**config.mk**
```make
export PLATFORM = sky130hd
export DESIGN_NAME = e1oh_ctrl
export DESIGN_NICKNAME = d
export VERILOG_FILES = /design/src/e1oh_ctrl.v
export VERILOG_INCLUDE_DIRS = /design/src
export SDC_FILE = /design/constraint.sdc
export NUM_CORES = 1
export LEC_CHECK = 0
export BUFFER_PORTS_ARGS = -buffer_cell sky130_fd_sc_hd__buf_2
export CAP_MARGIN = 0
export CORE_MARGIN = 2
export CORE_UTILIZATION = 41
export CTS_CLUSTER_SIZE = 16
export DETAILED_ROUTE_END_ITERATION = 8
export PLACE_DENSITY_LB_ADDON = 0.3
export SYNTH_ARGS = -nofsm -noshare
export SYNTH_HDL_FRONTEND = slang
export SYNTH_SLANG_ARGS = --single-unit
```
**constraint.sdc**
```tcl
create_clock -name clk_sys -period 1.7 [get_ports clk_sys]
set_clock_uncertainty 0.2 [all_clocks]
set_input_delay 0.17 -clock clk_sys [delete_from_list [all_inputs] [get_ports clk_sys]]
set_output_delay 0.17 -clock clk_sys [all_outputs]
set_load 0.01 [all_outputs]
```
**src/e1oh_defs.vh**
```
// Constants for the E1 TS16/TS0 overhead controller.
// Assumes inclusion by e1oh_ctrl.v only; definitions only.
`ifndef E1OH_DEFS_VH
`define E1OH_DEFS_VH

// Register offsets on the plain register port
`define E1OH_A_RAC      4'h0
`define E1OH_A_SIE      4'h1
`define E1OH_A_SASRC    4'h2
`define E1OH_A_SAMSK    4'h3
`define E1OH_A_DLSEL    4'h4
`define E1OH_A_TS16C    4'h5
`define E1OH_A_SIGC     4'h6
`define E1OH_A_STAT1    4'h7

// Reset values of the writable registers
`define E1OH_RST_REG    8'h00

// Field positions
`define E1OH_SIE_SEL    0
`define E1OH_SIE_FAS_SI_CTRL_BIT   1
`define E1OH_SIE_NOTFAS_SI_CTRL_BIT  2
`define E1OH_SIE_AUTO   3
`define E1OH_SIE_LOSS   4
`define E1OH_SIE_TMR    5
`define E1OH_RAC_MAN    7
`define E1OH_DL_EXT     6
`define E1OH_TS16C_RMA  4
`define E1OH_SIGC_AIS   6
`define E1OH_ST_SIGLOST 1
`define E1OH_ST_BFLOST  4
`define E1OH_ST_BFFOUND 5

// Sa source upper field codes and the all-ones Sa value
`define E1OH_SRC_REG    3'b000
`define E1OH_SRC_SYS    3'b001
`define E1OH_SA_ALL     5'h1f

// Multiframe figures
`define E1OH_MF_LAST    4'hf
`define E1OH_ZERO_LIM   6'h20
`define E1OH_ERR_LIM    2'h2
`define E1OH_E_FRM_A    4'hd
`define E1OH_E_FRM_B    4'hf

`endif

```
**src/e1oh_ctrl.v**
```verilog
// E1 time slot 16 multiframe alignment and time slot 0 overhead sourcing.
// Assumes per-frame strobes from the line framer, all on clk_sys, and a
// system highway that keeps the biframe marker when it sources overhead.
// What this block does
// - Basic frame loss also puts receiver into signaling multiframe lost.
// - Two consecutive errored 0000 multiframe patterns mean signaling MF lost.
// - Time slot 16 all zero for two whole multiframes means signaling MF lost.
// - Signaling multiframe lost shows in bit 1 of framer status one.
// - Search only when frame aligned; align on 0000 after a TS16 with a one.
// - While lost: freeze signaling, spare bits forced 1, remote alarm forced 0.
// - While lost and TS16 control bit 4 set, send remote multiframe alarm.
// - While lost and signaling control bit 6 set, AIS replaces system TS16.
// - Non-CRC-4 with select 1: FAS Si and NOT FAS Si bits sent in bit 1.
// - Missing biframe marker flags status bit 4, searches, signals regain.
// - CRC-4 with select 0: FAS Si as E in frame 13, NOT FAS in 15.
// - CRC-4 with select 1: each written 0 sends one E bit 0 there.
// - Enable bit 3: one E bit 0 per errored received CRC-4 submultiframe, at most 3 held pending.
// - E bits 0 in CRC-4 MF loss (bit 4) or after timer (bit 5).
// - A bit 0 normally, 1 while manual alarm bit 7 is set.
// - A bit 1 during each enabled loss or received Sa6 code condition.
// - Sa bits from Sa source low bits when upper 000 and mask 11111.
// - Upper bit 7: Sa from external link if bit 6, else internal HDLC.
// - Upper 01x takes Sa from transmit stack, 001 from system highway.
// - Frame loss in CRC-4 forces CRC-4 MF loss; E monitoring pauses.
// - Remote multiframe alarm is frame 0 TS16 bit, 1 meaning alarm.
//
// Local design decisions: the address map and the address-and-strobe port.
`timescale 1ns/1ns
`include "e1oh_defs.vh"

module e1oh_ctrl (
	input  wire       clk_sys,
	input  wire       rst_n,
	// Register port
	input  wire [3:0] reg_addr,
	input  wire [7:0] reg_wdata,
	input  wire       reg_wr,
	input  wire       reg_rd,
	output reg  [7:0] reg_rdata_q,
	// Receive framer conditions
	input  wire       basic_frame_lost,
	input  wire       crc4_mode,
	input  wire       crc4_mf_lost_in,
	input  wire       crc4_timer_expired,
	input  wire       crc4_smf_error,
	input  wire       sa6_code_eight,
	input  wire       sa6_code_twelve,
	input  wire       rx_ts16_valid,
	input  wire [7:0] rx_ts16_byte,
	// System highway TS0 byte, one per frame
	input  wire       sys_ts0_valid,
	input  wire [7:0] sys_ts0_byte,
	// Other Sa sources
	input  wire       ext_datalink_input,
	input  wire       internal_datalink_bit,
	input  wire [4:0] tx_stack_sa,
	// Transmit frame strobe from the transmit framer
	input  wire       tx_frame_valid,
	input  wire       tx_frame_fas,
	input  wire [3:0] tx_frame_num,
	// Receive side results
	output reg        signaling_multiframe_lost_q,
	output reg        crc4_multiframe_lost_q,
	output reg        rx_ebit_monitor_en_q,
	output reg        rx_sig_update_en_q,
	output reg  [2:0] rx_spare_bits_q,
	output reg        rx_rma_status_q,
	output reg        sys_ts16_ais_q,
	// Transmit overhead bits
	output reg        tx_ts16_rma_q,
	output reg        tx_si_bit_q,
	output reg        tx_a_bit_q,
	output reg  [4:0] tx_sa_bits_q
);
////////////////////////////////////////////////////////////////////////
// Register file
reg  [7:0] rac_q;
reg  [7:0] sie_q;
reg  [7:0] sasrc_q;
reg  [7:0] samsk_q;
reg  [7:0] dlsel_q;
reg  [7:0] ts16c_q;
reg  [7:0] sigc_q;
reg        bf_found_q;
reg        bf_lost_q;
wire wr_sie   = reg_wr & (reg_addr == `E1OH_A_SIE);
wire wr_sasrc = reg_wr & (reg_addr == `E1OH_A_SASRC);
wire rd_stat  = reg_rd & (reg_addr == `E1OH_A_STAT1);
// Writes of the control registers
always @(posedge clk_sys) begin
	if (!rst_n) begin
		rac_q   <= `E1OH_RST_REG;
		sie_q   <= `E1OH_RST_REG;
		sasrc_q <= `E1OH_RST_REG;
		samsk_q <= `E1OH_RST_REG;
		dlsel_q <= `E1OH_RST_REG;
		ts16c_q <= `E1OH_RST_REG;
		sigc_q  <= `E1OH_RST_REG;
	end else if (reg_wr) begin
		case (reg_addr)
		`E1OH_A_RAC:   rac_q   <= reg_wdata;
		`E1OH_A_SIE:   sie_q   <= reg_wdata;
		`E1OH_A_SASRC: sasrc_q <= reg_wdata;
		`E1OH_A_SAMSK: samsk_q <= reg_wdata;
		`E1OH_A_DLSEL: dlsel_q <= reg_wdata;
		`E1OH_A_TS16C: ts16c_q <= reg_wdata;
		`E1OH_A_SIGC:  sigc_q  <= reg_wdata;
		default: ;
		endcase
	end
end

// Status image; regain flag is sticky until read
wire [7:0] stat1 = {2'b00, bf_found_q, bf_lost_q, 2'b00,
	signaling_multiframe_lost_q, 1'b0};

// Read data one cycle after the strobe, zero for unmapped offsets
always @(posedge clk_sys) begin
	if (!rst_n || !reg_rd) begin
		reg_rdata_q <= 8'h00;
	end else begin
		case (reg_addr)
		`E1OH_A_RAC:   reg_rdata_q <= rac_q;
		`E1OH_A_SIE:   reg_rdata_q <= sie_q;
		`E1OH_A_SASRC: reg_rdata_q <= sasrc_q;
		`E1OH_A_SAMSK: reg_rdata_q <= samsk_q;
		`E1OH_A_DLSEL: reg_rdata_q <= dlsel_q;
		`E1OH_A_TS16C: reg_rdata_q <= ts16c_q;
		`E1OH_A_SIGC:  reg_rdata_q <= sigc_q;
		`E1OH_A_STAT1: reg_rdata_q <= stat1;
		default:       reg_rdata_q <= 8'h00;
		endcase
	end
end

////////////////////////////////////////////////////////////////////////
// Time slot 16 multiframe alignment
reg  [3:0] mf_pos_q;
reg  [1:0] pat_err_q;
reg  [5:0] zero_run_q;
reg        prev_one_q;
wire       ts16_zero = (rx_ts16_byte == 8'h00);
wire       pat_ok    = (rx_ts16_byte[7:4] == 4'h0);
wire [1:0] err_nx    = pat_err_q + 2'h1;
wire [5:0] zrun_nx   = zero_run_q + 6'h01;
// Search, lock and loss per received TS16 octet
always @(posedge clk_sys) begin
	if (!rst_n) begin
		signaling_multiframe_lost_q <= 1'b1;
		mf_pos_q   <= 4'h0;
		pat_err_q  <= 2'h0;
		zero_run_q <= 6'h00;
		prev_one_q <= 1'b0;
	end else if (basic_frame_lost) begin
		signaling_multiframe_lost_q <= 1'b1;
		prev_one_q <= 1'b0;
		pat_err_q  <= 2'h0;
		zero_run_q <= 6'h00;
	end else if (rx_ts16_valid) begin
		prev_one_q <= ~ts16_zero;
		if (signaling_multiframe_lost_q) begin
			// Alignment needs a one in the octet just before
			if (pat_ok && prev_one_q) begin
				signaling_multiframe_lost_q <= 1'b0;
				mf_pos_q <= 4'h1;
			end
			pat_err_q  <= 2'h0;
			zero_run_q <= 6'h00;
		end else begin
			mf_pos_q <= mf_pos_q + 4'h1;
			zero_run_q <= ts16_zero ? zrun_nx : 6'h00;
			if (ts16_zero && zrun_nx == `E1OH_ZERO_LIM) begin
				signaling_multiframe_lost_q <= 1'b1;
			end
			if (mf_pos_q == 4'h0) begin
				pat_err_q <= pat_ok ? 2'h0 : err_nx;
				if (!pat_ok && err_nx == `E1OH_ERR_LIM) begin
					signaling_multiframe_lost_q <= 1'b1;
				end
			end
		end
	end
end

// Receive consequent actions; spare and alarm bits live in frame 0
always @(posedge clk_sys) begin
	if (!rst_n) begin
		rx_spare_bits_q    <= 3'h7;
		rx_rma_status_q    <= 1'b0;
		rx_sig_update_en_q <= 1'b0;
		tx_ts16_rma_q      <= 1'b0;
		sys_ts16_ais_q     <= 1'b0;
	end else begin
		rx_sig_update_en_q <= ~signaling_multiframe_lost_q;
		tx_ts16_rma_q <= signaling_multiframe_lost_q &
			ts16c_q[`E1OH_TS16C_RMA];
		sys_ts16_ais_q <= signaling_multiframe_lost_q &
			sigc_q[`E1OH_SIGC_AIS];
		if (signaling_multiframe_lost_q) begin
			rx_spare_bits_q <= 3'h7;
			rx_rma_status_q <= 1'b0;
		end else if (rx_ts16_valid && mf_pos_q == 4'h0) begin
			rx_spare_bits_q <= {rx_ts16_byte[0], rx_ts16_byte[1],
				rx_ts16_byte[3]};
			rx_rma_status_q <= rx_ts16_byte[2];
		end
	end
end

////////////////////////////////////////////////////////////////////////
// CRC-4 loss forcing and A bit
// Frame loss in CRC-4 mode implies multiframe loss
wire crc_lost = crc4_mf_lost_in | (crc4_mode & basic_frame_lost);
// A bit and E-bit monitor gate follow the conditions level by level
always @(posedge clk_sys) begin
	if (!rst_n) begin
		crc4_multiframe_lost_q <= 1'b0;
		rx_ebit_monitor_en_q   <= 1'b0;
		tx_a_bit_q             <= 1'b0;
	end else begin
		crc4_multiframe_lost_q <= crc_lost;
		rx_ebit_monitor_en_q <= crc4_mode & ~crc_lost;
		tx_a_bit_q <= rac_q[`E1OH_RAC_MAN] |
			(rac_q[0] & basic_frame_lost) |
			(rac_q[1] & signaling_multiframe_lost_q) |
			(rac_q[2] & crc_lost) |
			(rac_q[3] & crc_lost & crc4_timer_expired) |
			(rac_q[4] & sa6_code_eight) |
			(rac_q[5] & sa6_code_twelve);
	end
end

////////////////////////////////////////////////////////////////////////
// System biframe alignment and captured system overhead
reg  bf_expect_q;
reg  bf_seen1_q;
reg  sys_si_fas_q;
reg  sys_si_nf_q;
reg  [4:0] sys_sa_q;
wire sys_mark = sys_ts0_byte[6]; // Bit 2 of TS0, just after Si
wire restart  = wr_sasrc & (reg_wdata[7:5] == `E1OH_SRC_SYS);
wire bf_regain = sys_ts0_valid & bf_lost_q & bf_seen1_q & ~sys_mark & ~restart;
// Marker must alternate 1 then 0; a break restarts the search
always @(posedge clk_sys) begin
	if (!rst_n) begin
		bf_lost_q   <= 1'b1;
		bf_seen1_q  <= 1'b0;
		bf_expect_q <= 1'b1;
	end else if (restart) begin
		bf_lost_q   <= 1'b1;
		bf_seen1_q  <= 1'b0;
		bf_expect_q <= 1'b1;
	end else if (sys_ts0_valid) begin
		if (bf_lost_q) begin
			bf_seen1_q <= sys_mark;
			if (bf_regain) begin
				bf_lost_q   <= 1'b0;
				bf_expect_q <= 1'b1;
			end
		end else if (sys_mark != bf_expect_q) begin
			bf_lost_q  <= 1'b1;
			bf_seen1_q <= sys_mark;
		end else begin
			bf_expect_q <= ~bf_expect_q;
		end
	end
end

// Regain flag: set beats the clearing read
always @(posedge clk_sys) begin
	if (!rst_n) begin
		bf_found_q <= 1'b0;
	end else if (bf_regain) begin
		bf_found_q <= 1'b1;
	end else if (rd_stat) begin
		bf_found_q <= 1'b0;
	end
end

// Capture system Si and Sa; held while searching, so line data may stale
always @(posedge clk_sys) begin
	if (!rst_n) begin
		sys_si_fas_q <= 1'b1;
		sys_si_nf_q  <= 1'b1;
		sys_sa_q     <= `E1OH_SA_ALL;
	end else if (sys_ts0_valid && !bf_lost_q) begin
		if (sys_mark) begin
			sys_si_nf_q <= sys_ts0_byte[7];
			sys_sa_q    <= sys_ts0_byte[4:0];
		end else begin
			sys_si_fas_q <= sys_ts0_byte[7];
		end
	end
end

////////////////////////////////////////////////////////////////////////
// E-bit requests
reg        man_a_q;
reg        man_b_q;
reg  [1:0] err_pend_q;
wire sel_one   = sie_q[`E1OH_SIE_SEL];
wire e_slot_a  = tx_frame_valid & (tx_frame_num == `E1OH_E_FRM_A);
wire e_slot_b  = tx_frame_valid & (tx_frame_num == `E1OH_E_FRM_B);
wire e_slot    = crc4_mode & (e_slot_a | e_slot_b);
wire set_a     = crc4_mode & wr_sie & reg_wdata[`E1OH_SIE_SEL] &
	~reg_wdata[`E1OH_SIE_FAS_SI_CTRL_BIT];
wire set_b     = crc4_mode & wr_sie & reg_wdata[`E1OH_SIE_SEL] &
	~reg_wdata[`E1OH_SIE_NOTFAS_SI_CTRL_BIT];
wire err_in    = crc4_smf_error & sie_q[`E1OH_SIE_AUTO];
wire err_use   = e_slot & (err_pend_q != 2'h0);
wire e_forced  = crc_lost & (sie_q[`E1OH_SIE_LOSS] |
	(sie_q[`E1OH_SIE_TMR] & crc4_timer_expired));
// One-shot manual and error requests; a new request beats consumption
always @(posedge clk_sys) begin
	if (!rst_n) begin
		man_a_q    <= 1'b0;
		man_b_q    <= 1'b0;
		err_pend_q <= 2'h0;
	end else begin
		if (set_a) begin
			man_a_q <= 1'b1;
		end else if (crc4_mode && e_slot_a) begin
			man_a_q <= 1'b0;
		end
		if (set_b) begin
			man_b_q <= 1'b1;
		end else if (crc4_mode && e_slot_b) begin
			man_b_q <= 1'b0;
		end
		if (err_in && !err_use && err_pend_q != 2'h3) begin
			err_pend_q <= err_pend_q + 2'h1;
		end else if (!err_in && err_use) begin
			err_pend_q <= err_pend_q - 2'h1;
		end
	end
end

////////////////////////////////////////////////////////////////////////
// Transmit Si and Sa bits
reg        e_bit;
reg        si_next;
wire [4:0] sa_next;
wire       dl_bit = dlsel_q[`E1OH_DL_EXT] ? ext_datalink_input :
	internal_datalink_bit;
// Per-position Sa source choice
genvar gi;
generate
	for (gi = 0; gi < 5; gi = gi + 1) begin : g_sa
		assign sa_next[gi] =
			sasrc_q[7] ? (samsk_q[gi] ? dl_bit : 1'b1) :
			sasrc_q[6] ? tx_stack_sa[gi] :
			sasrc_q[5] ? sys_sa_q[gi] :
			(samsk_q[gi] ? sasrc_q[gi] : 1'b1);
	end
endgenerate

// Si or E bit for the current frame
always @* begin
	e_bit = 1'b1;
	if (!sel_one) begin
		e_bit = e_slot_a ? sie_q[`E1OH_SIE_FAS_SI_CTRL_BIT] :
			sie_q[`E1OH_SIE_NOTFAS_SI_CTRL_BIT];
	end else if ((e_slot_a && man_a_q) || (e_slot_b && man_b_q)) begin
		e_bit = 1'b0;
	end
	if (err_use || e_forced) begin
		e_bit = 1'b0;
	end
	if (crc4_mode) begin
		si_next = e_slot ? e_bit : 1'b1;
	end else if (sel_one) begin
		si_next = tx_frame_fas ? sie_q[`E1OH_SIE_FAS_SI_CTRL_BIT] :
			sie_q[`E1OH_SIE_NOTFAS_SI_CTRL_BIT];
	end else begin
		si_next = tx_frame_fas ? sys_si_fas_q : sys_si_nf_q;
	end
end

// Si updates once per transmitted frame, Sa bits only on NOT FAS frames
always @(posedge clk_sys) begin
	if (!rst_n) begin
		tx_si_bit_q  <= 1'b1;
		tx_sa_bits_q <= `E1OH_SA_ALL;
	end else if (tx_frame_valid) begin
		tx_si_bit_q <= si_next;
		if (!tx_frame_fas) begin
			tx_sa_bits_q <= sa_next;
		end
	end
end
endmodule // e1oh_ctrl

```
==> results.sh, run 1 <==
export IMPL_groute_usage_overall_pct=21.37
export IMPL_run_status="finished, final reports clean"
export IMPL_ff_latch_area_um2=2185
export IMPL_setup_worst_path_end="signaling_multiframe_lost_q$_SDFFE_PP1P_"
export IMPL_tritoncts="yes"
export IMPL_antenna_found_initial=0
export IMPL_io_pins=79
export IMPL_coreArea_um2=12060
export IMPL_grt_overflow_total=0
export IMPL_first_pass_grt_wire_length_um=22190
export IMPL_final_setup_viol_count=0
export IMPL_clock_insertion_delay_worst_skew_ns=0.35
export IMPL_rows=40
export IMPL_ys_warnings_count=0
export IMPL_crit_type="flip-flop to flip-flop"
export IMPL_power_ir_vdd_worst_v=0.0006115
export IMPL_power_net_switching_w=0.001233
export IMPL_total_cts_buffers=9
export IMPL_hpwlAfterDp_um=9919
export IMPL_depth_of_the_worst_register_to_register_path=7
export IMPL_slew_headroom_pct=64.84
export IMPL_yosys_top_cells_area="dfxtp_1 43%, mux2i_1 10%, a21oi_1 5.9%"
export IMPL_place_gp_congestion=0.8959
export IMPL_power_leakage_nw=2.566
export IMPL_power_share_switching_pct=24.33
export IMPL_power_per_cell_area_nw_per_um2=802.8
export IMPL_cap_viol_max_count=0
export IMPL_count_of_inserted_antenna_diode_cells=0
export IMPL_maximum_number_of_pins_on_one_net_before_global_route_repair=38
export IMPL_worst_pin_slew_ns=0.5274
export IMPL_synth_yosys_seq_area_share_pct=43.05
export IMPL_max_clock_freq_ghz=0.6019
export IMPL_synth_edf_count=0
export IMPL_critical_path_startpoint="mf_pos_q[1]$_SDFFE_PN0P_"
export IMPL_total_power_w=0.005068
export IMPL_register_to_register_setup_slack_ns=0.04
export IMPL_synth_seq_cells=109
export IMPL_yosys_area_top_type_share_pct=43.05
export IMPL_cp_data_required_time_ns=1.73
export IMPL_drtAntennaViolNets=0
export IMPL_cts_sink_count=109
export IMPL_crit_path_end_kind="flip-flop"
export IMPL_net_count_of_the_mapped_netlist=639
export IMPL_drive_above_1_share_pct=21.61
export IMPL_post_synthesis_cell_type_count=60
export IMPL_synthTopCellsByCount="109 x dfxtp_1, 61 x nand2_1, 60 x a21oi_1"
export IMPL_layout_area_overhead_vs_synth_pct=24.56
export IMPL_most_numerous_cell_in_the_yosys_netlist="dfxtp_1"
export IMPL_library_cell_occupying_the_most_area_in_the_post_synthesis_netlist="dfxtp_1"
export IMPL_port_buffers=77
export IMPL_wl_per_cell_um=15.95
export IMPL_setup_repair_after_global_routing_missed_its_margin="false"
export IMPL_multi_input_area_um2=2655
export IMPL_syn_cell_area_um2=5069
export IMPL_initial_core_util_pct=42.02
export IMPL_via_count=4742
export IMPL_async_reset_ff_share_pct=0
export IMPL_num_nets_final=749
export IMPL_fp_dieH_um=115.2
export IMPL_postRouteWirelength_um=13750
export IMPL_drc=0
export IMPL_r2r_start="mf_pos_q[1]$_SDFFE_PN0P_"
export IMPL_number_of_global_route_vias_before_repair=4586
export IMPL_final_period_utilization_pct=97.73
export IMPL_detailedRoute_firstPassIterationCount=5
export IMPL_htree_levels=3
export IMPL_design_area_um2=6314
export IMPL_cellInternalPower_w=0.003835
export IMPL_r2r_end="signaling_multiframe_lost_q$_SDFFE_PP1P_"
export IMPL_power_frac_seq_pct=51.5
export IMPL_slew_viol_final=0
export IMPL_synthesis_instances=580
export IMPL_postSynth_topFlopCell="dfxtp_1"
export IMPL_clock_root_buffer="clkbuf_16"
export IMPL_clock_path_buffers=2
export IMPL_combinational_share_of_power_pct=9.5
export IMPL_hp_class="input pin to flip-flop"
export IMPL_power_clock_fraction_pct=39.0
export IMPL_floorplan_die_area_um2=13270
export IMPL_path_max_fanout=8
export IMPL_post_syn_area_per_cell_um2=8.739
export IMPL_clk_transition_reported_paths_ns=0.07
export IMPL_timing_critical_path_arrival_ns=1.69
export IMPL_placed_cell_area_um2=5761
export IMPL_x_dimension_of_the_die_um=115.2
export IMPL_post_cts_setup_buffers=0
export IMPL_finalWorstPathRequiredPeriod_ns=1.661
export IMPL_n_fill_cell=1132
export IMPL_drt_initial_drc_count=543
export IMPL_via_per_inst=5.501
export IMPL_finalHoldViolations=0
export IMPL_timing_critical_path_from_type="flip-flop"
state kept, by name (all words and copies together), names as in the netlist, 6 cells and up:
name	cells
ts16c_q	8
samsk_q	8
sie_q	8
sigc_q	8
rac_q	8
reg_rdata_q	8
sasrc_q	8
dlsel_q	8
zero_run_q	6
routing by layer:
metal	global-route usage, %	part of all wire [%]
met5	0	0
met1	26.24	43
met3	5.377	5.8
met2	36.78	49
met4	6.827	2.0
stage by stage:
step	setup WS (ns)	setup TNS [ns]	util, %	hold WS, ns	cells
5_1_grt	0.005611	0	52.34	0.01154	862
3_5_place_dp	-0.2200	-1.056	47.76	0.1585	820
4_1_cts	0.01166	0	52.27	0.006167	862
6_report	0.03865	0	52.34	0.007340	862
3_3_place_gp	-0.1654	-0.7402	47.76	0.1620	820
2_1_floorplan	-0.03261	-0.06374	-	0.04615	580
critical path, stage by stage (launching register included):
cell and delay [ns]:
dfxtp_2 0.36, inv_1 0.05, ha_1 0.16, nor4bb_1 0.13, buf_4 0.17, a31o_2 0.24, a21oi_1 0.14, o31ai_1 0.09
layout make-up:
class | instances | area share (%)
Clock buffer | 12 | 3.904
Multi-Input combinational cell | 419 | 42.05
Timing Repair Buffer | 141 | 15.18
Inverter | 10 | 0.5945
Clock inverter | 3 | 0.3369
Sequential cell | 109 | 34.60
Tap cell | 168 | 3.329
cell usage in the layout (no fill, tap or decap), types with 27 or more instances in the layout:
| cell | count |
|---|---|
| dfxtp_1 | 107 |
| buf_2 | 77 |
| nand2_1 | 61 |
| a21oi_1 | 60 |
| mux2i_1 | 53 |
| nor2_1 | 48 |
| o21ai_0 | 41 |
| buf_4 | 35 |
| nand3_1 | 33 |
| dlygate4sd3_1 | 27 |
worst min-delay path by stage:
stage               cells after the start  slack, ns             from                              end
finish                                  3      0.007   sa6_code_eight            tx_a_bit_q$_SDFF_PN0_
floorplan                               1       0.05  crc4_mf_lost_in  rx_ebit_monitor_en_q$_SDFF_PN0_
detailed placement                      2       0.16  crc4_mf_lost_in  rx_ebit_monitor_en_q$_SDFF_PN0_
CTS                                     3      0.006   sa6_code_eight            tx_a_bit_q$_SDFF_PN0_
global route                            2       0.01            rst_n         tx_ts16_rma_q$_SDFF_PN0_
global placement                        2       0.16  crc4_mf_lost_in  rx_ebit_monitor_en_q$_SDFF_PN0_
timing repair:
action	CTS	global route
hold buffers	27	0
endpoints found under the hold margin	55	0
setup endpoints to repair	1	3
resized for setup	1	3
power groups by stage:
stage / logic [W] / clock network (W) / registers [W]
after floorplan: 0.000231 / 0 / 0.00267
after global placement: 0.000423 / 0 / 0.00267
after detailed placement: 0.000432 / 0 / 0.00267
after CTS: 0.000480 / 0.00200 / 0.00261
after global routing: 0.000525 / 0.00212 / 0.00261
final: 0.000483 / 0.00197 / 0.00261
cell families after synthesis:
| family | after synthesis | synth area share [%] |
|---|---|---|
| AND/OR/NAND/NOR | 204 | 19.92 |
| buffers and inverters | 52 | 4.912 |
| adder cells (fa/ha/maj) | 5 | 1.234 |
| AO/OA/AOI/OAI | 145 | 16.96 |
| XOR/XNOR | 2 | 0.3457 |
| flip-flops | 109 | 43.05 |
| multiplexers | 63 | 13.58 |
(Power assumes the default switching activity.)
==> inputs of run 2 (changes only) <==
--- a/config.mk
+++ b/config.mk
@@ -6,13 +6,14 @@
 export SDC_FILE = /design/constraint.sdc
 export NUM_CORES = 1
 export LEC_CHECK = 0
-export BUFFER_PORTS_ARGS = -buffer_cell sky130_fd_sc_hd__buf_2
 export CAP_MARGIN = 0
 export CORE_MARGIN = 2
 export CORE_UTILIZATION = 41
 export CTS_CLUSTER_SIZE = 16
 export DETAILED_ROUTE_END_ITERATION = 8
+export DONT_BUFFER_PORTS = 1
 export PLACE_DENSITY_LB_ADDON = 0.3
 export SYNTH_ARGS = -nofsm -noshare
 export SYNTH_HDL_FRONTEND = slang
 export SYNTH_SLANG_ARGS = --single-unit
+export TNS_END_PERCENT = 100
==> run 2 against run 1 <==
Compared with the run above: the run now ends with negative hold slack left; critical endpoint is now samsk_q[6]$_SDFFE_PN0P_; count of clock-buffer cells in the layout is 1 lower; register-to-register slack better by 0.03 ns; setup slack better by 0.025 ns; cell area rose by 3.2%; die area is the same; critical path depth down 1; via count fell by 0.27%; highest routed layer unchanged; fmax rose by 1.5%; non-clock buffer count down 28; first-iteration DRC count is 18% lower; sequential power is essentially flat.
==> results.sh, run 2 (synthesis results as in run 1) <==
export IMPL_first_pass_grt_wire_length_um=23340
export IMPL_timing_critical_path_from_type="input pin"
export IMPL_coreArea_um2=12060
export IMPL_timing_critical_path_arrival_ns=1.67
export IMPL_final_util_pct=54.05
export IMPL_layout_area_overhead_vs_synth_pct=28.61
export IMPL_crit_type="input pin to flip-flop"
export IMPL_cap_viol_max_count=0
export IMPL_met2WireLength_um=7230
export IMPL_htree_levels=3
export IMPL_port_buffers=0
export IMPL_slew_headroom_pct=59.94
export IMPL_hold_slack_ns=-0.04373
export IMPL_drtAntennaViolNets=0
export IMPL_total_cts_buffers=9
export IMPL_via_count=4729
export IMPL_number_of_global_route_vias_before_repair=4647
export IMPL_drive_above_1_share_pct=11.11
export IMPL_power_leakage_nw=2.479
export IMPL_layout_cells_most_common="dfxtp_1"
export IMPL_finalWorstPathRequiredPeriod_ns=1.636
export IMPL_cp_data_required_time_ns=1.74
export IMPL_hp_class="input pin to flip-flop"
export IMPL_antenna_found_initial=0
export IMPL_placed_cell_area_um2=5310
export IMPL_wl_met1_um=6483
export IMPL_register_to_register_setup_slack_ns=0.07
export IMPL_io_pins=79
export IMPL_drc=0
export IMPL_postRouteWirelength_um=14920
export IMPL_clk_transition_reported_paths_ns=0.07
export IMPL_worst_hold_path_endpoint="reg_rdata_q[6]$_SDFF_PP0_"
export IMPL_path_max_fanout=21
export IMPL_power_per_cell_area_nw_per_um2=812.8
export IMPL_slew_viol_final=0
export IMPL_groute_usage_overall_pct=22.37
export IMPL_rows=40
export IMPL_hold_start="reg_addr[2]"
export IMPL_finalHoldViolations=9
export IMPL_dr_wl_met3_um=964
export IMPL_clock_root_buffer="clkbuf_16"
export IMPL_via_per_inst=5.670
export IMPL_fp_dieH_um=115.2
export IMPL_worstHoldPathCells=3
export IMPL_wl_per_cell_um=17.89
export IMPL_floorplan_die_area_um2=13270
export IMPL_clock_insertion_delay_worst_skew_ns=0.35
export IMPL_cts_sink_count=109
export IMPL_max_clock_freq_ghz=0.6112
export IMPL_failed_checks="negative hold slack"
export IMPL_n_fill_cell=1099
export IMPL_worst_pin_slew_ns=0.5989
export IMPL_crit_path_end_kind="flip-flop"
export IMPL_grt_overflow_total=0
export IMPL_tritoncts="yes"
export IMPL_r2r_start="mf_pos_q[1]$_SDFFE_PN0P_"
export IMPL_power_share_switching_pct=22.20
export IMPL_count_of_inserted_antenna_diode_cells=0
export IMPL_initial_core_util_pct=42.02
export IMPL_maximum_number_of_pins_on_one_net_before_global_route_repair=65
export IMPL_x_dimension_of_the_die_um=115.2
export IMPL_final_setup_viol_count=0
export IMPL_power_clock_fraction_pct=42.6
export IMPL_power_net_switching_w=0.001176
export IMPL_depth_of_the_worst_register_to_register_path=7
export IMPL_cellInternalPower_w=0.004122
export IMPL_combinational_share_of_power_pct=8.0
export IMPL_run_status="complete, but fails checks"
export IMPL_drt_initial_drc_count=445
export IMPL_place_gp_congestion=0.8188
export IMPL_design_area_um2=6519
export IMPL_num_nets_final=721
export IMPL_final_period_utilization_pct=96.24
export IMPL_dp_slack_ns=-0.1309
export IMPL_top_layer="met4"
export IMPL_total_power_w=0.005298
export IMPL_detailedRoute_firstPassIterationCount=7
export IMPL_final_cell_mix="107 x dfxtp_1, 75 x dlygate4sd3_1, 61 x nand2_1"
export IMPL_power_frac_seq_pct=49.4
export IMPL_clock_path_buffers=2
export IMPL_power_ir_vdd_worst_v=0.0005396
export IMPL_final_critical_path_setup_slack_ns=0.06391
export IMPL_r2r_end="signaling_multiframe_lost_q$_SDFFE_PP1P_"
export IMPL_hpwlAfterDp_um=9499
## run 2: power by group through the flow
stage                     sequential (W)  clock (W)  combinational, W
after detailed placement         0.00268          0          0.000250
final                            0.00262    0.00226          0.000421
after CTS                        0.00262    0.00228          0.000355
after global placement           0.00268          0          0.000244
after floorplan                  0.00267          0          0.000231
after global routing             0.00262    0.00238          0.000453
## run 2: per-stage QoR
stage | std cells | TNS [ns]
after floorplan | 580 | -0.06374
after global placement | 736 | -0.2864
after detailed placement | 736 | -0.5513
after CTS | 808 | 0
after global routing | 834 | -0.02441
final | 834 | 0
## run 2: metal layers
| layer | vias up | track usage (%) |
|---|---|---|
| met5 | - | 0 |
| met4 | 0 | 6.747 |
| met3 | 23 | 5.693 |
| met2 | 172 | 38.55 |
| met1 | 2290 | 27.58 |
| li1 | 2244 | - |
## run 2: area by class of cell
cell class,instances,area (um2),share of cell area (%)
clock buffers,11,242.7,3.724
clock inverters,4,72.57,1.113
inverters,10,37.54,0.5758
multi-input cells,419,2694,41.32
flip-flops and latches,109,2185,33.51
well taps,168,210.2,3.225
repair buffers,113,1077,16.53
## run 2: worst max-delay path by stage
stage / from / end / slack, ns / cells after the start
6_report: reg_addr[2] / samsk_q[6]$_SDFFE_PN0P_ / 0.06 / 6
5_1_grt: reg_addr[1] / reg_rdata_q[2]$_SDFF_PP0_ / -0.02 / 6
4_1_cts: reg_wdata[0] / man_a_q$_SDFFE_PN0P_ / 0.002 / 5
3_5_place_dp: rx_ts16_byte[5] / zero_run_q[4]$_SDFFE_PP0P_ / -0.13 / 5
3_3_place_gp: rx_ts16_byte[5] / zero_run_q[2]$_SDFFE_PP0P_ / -0.08 / 5
2_1_floorplan: rx_ts16_byte[5] / zero_run_q[5]$_SDFFE_PP0P_ / -0.03 / 5
## run 2: critical path: stages
cell and delay (ns):
nor3b_4 0.33, and3_4 0.25, buf_4 0.14, mux2i_1 0.18, dlygate4sd3_1 0.56, nor2_1 0.04
## run 2: repair_timing
action | 4_1_cts | 5_1_grt
setup buffers | 0 | 3
endpoints found under the hold margin | 109 | 22
hold buffers | 57 | 24
setup endpoints to repair | 0 | 22
resized for setup | 0 | 16
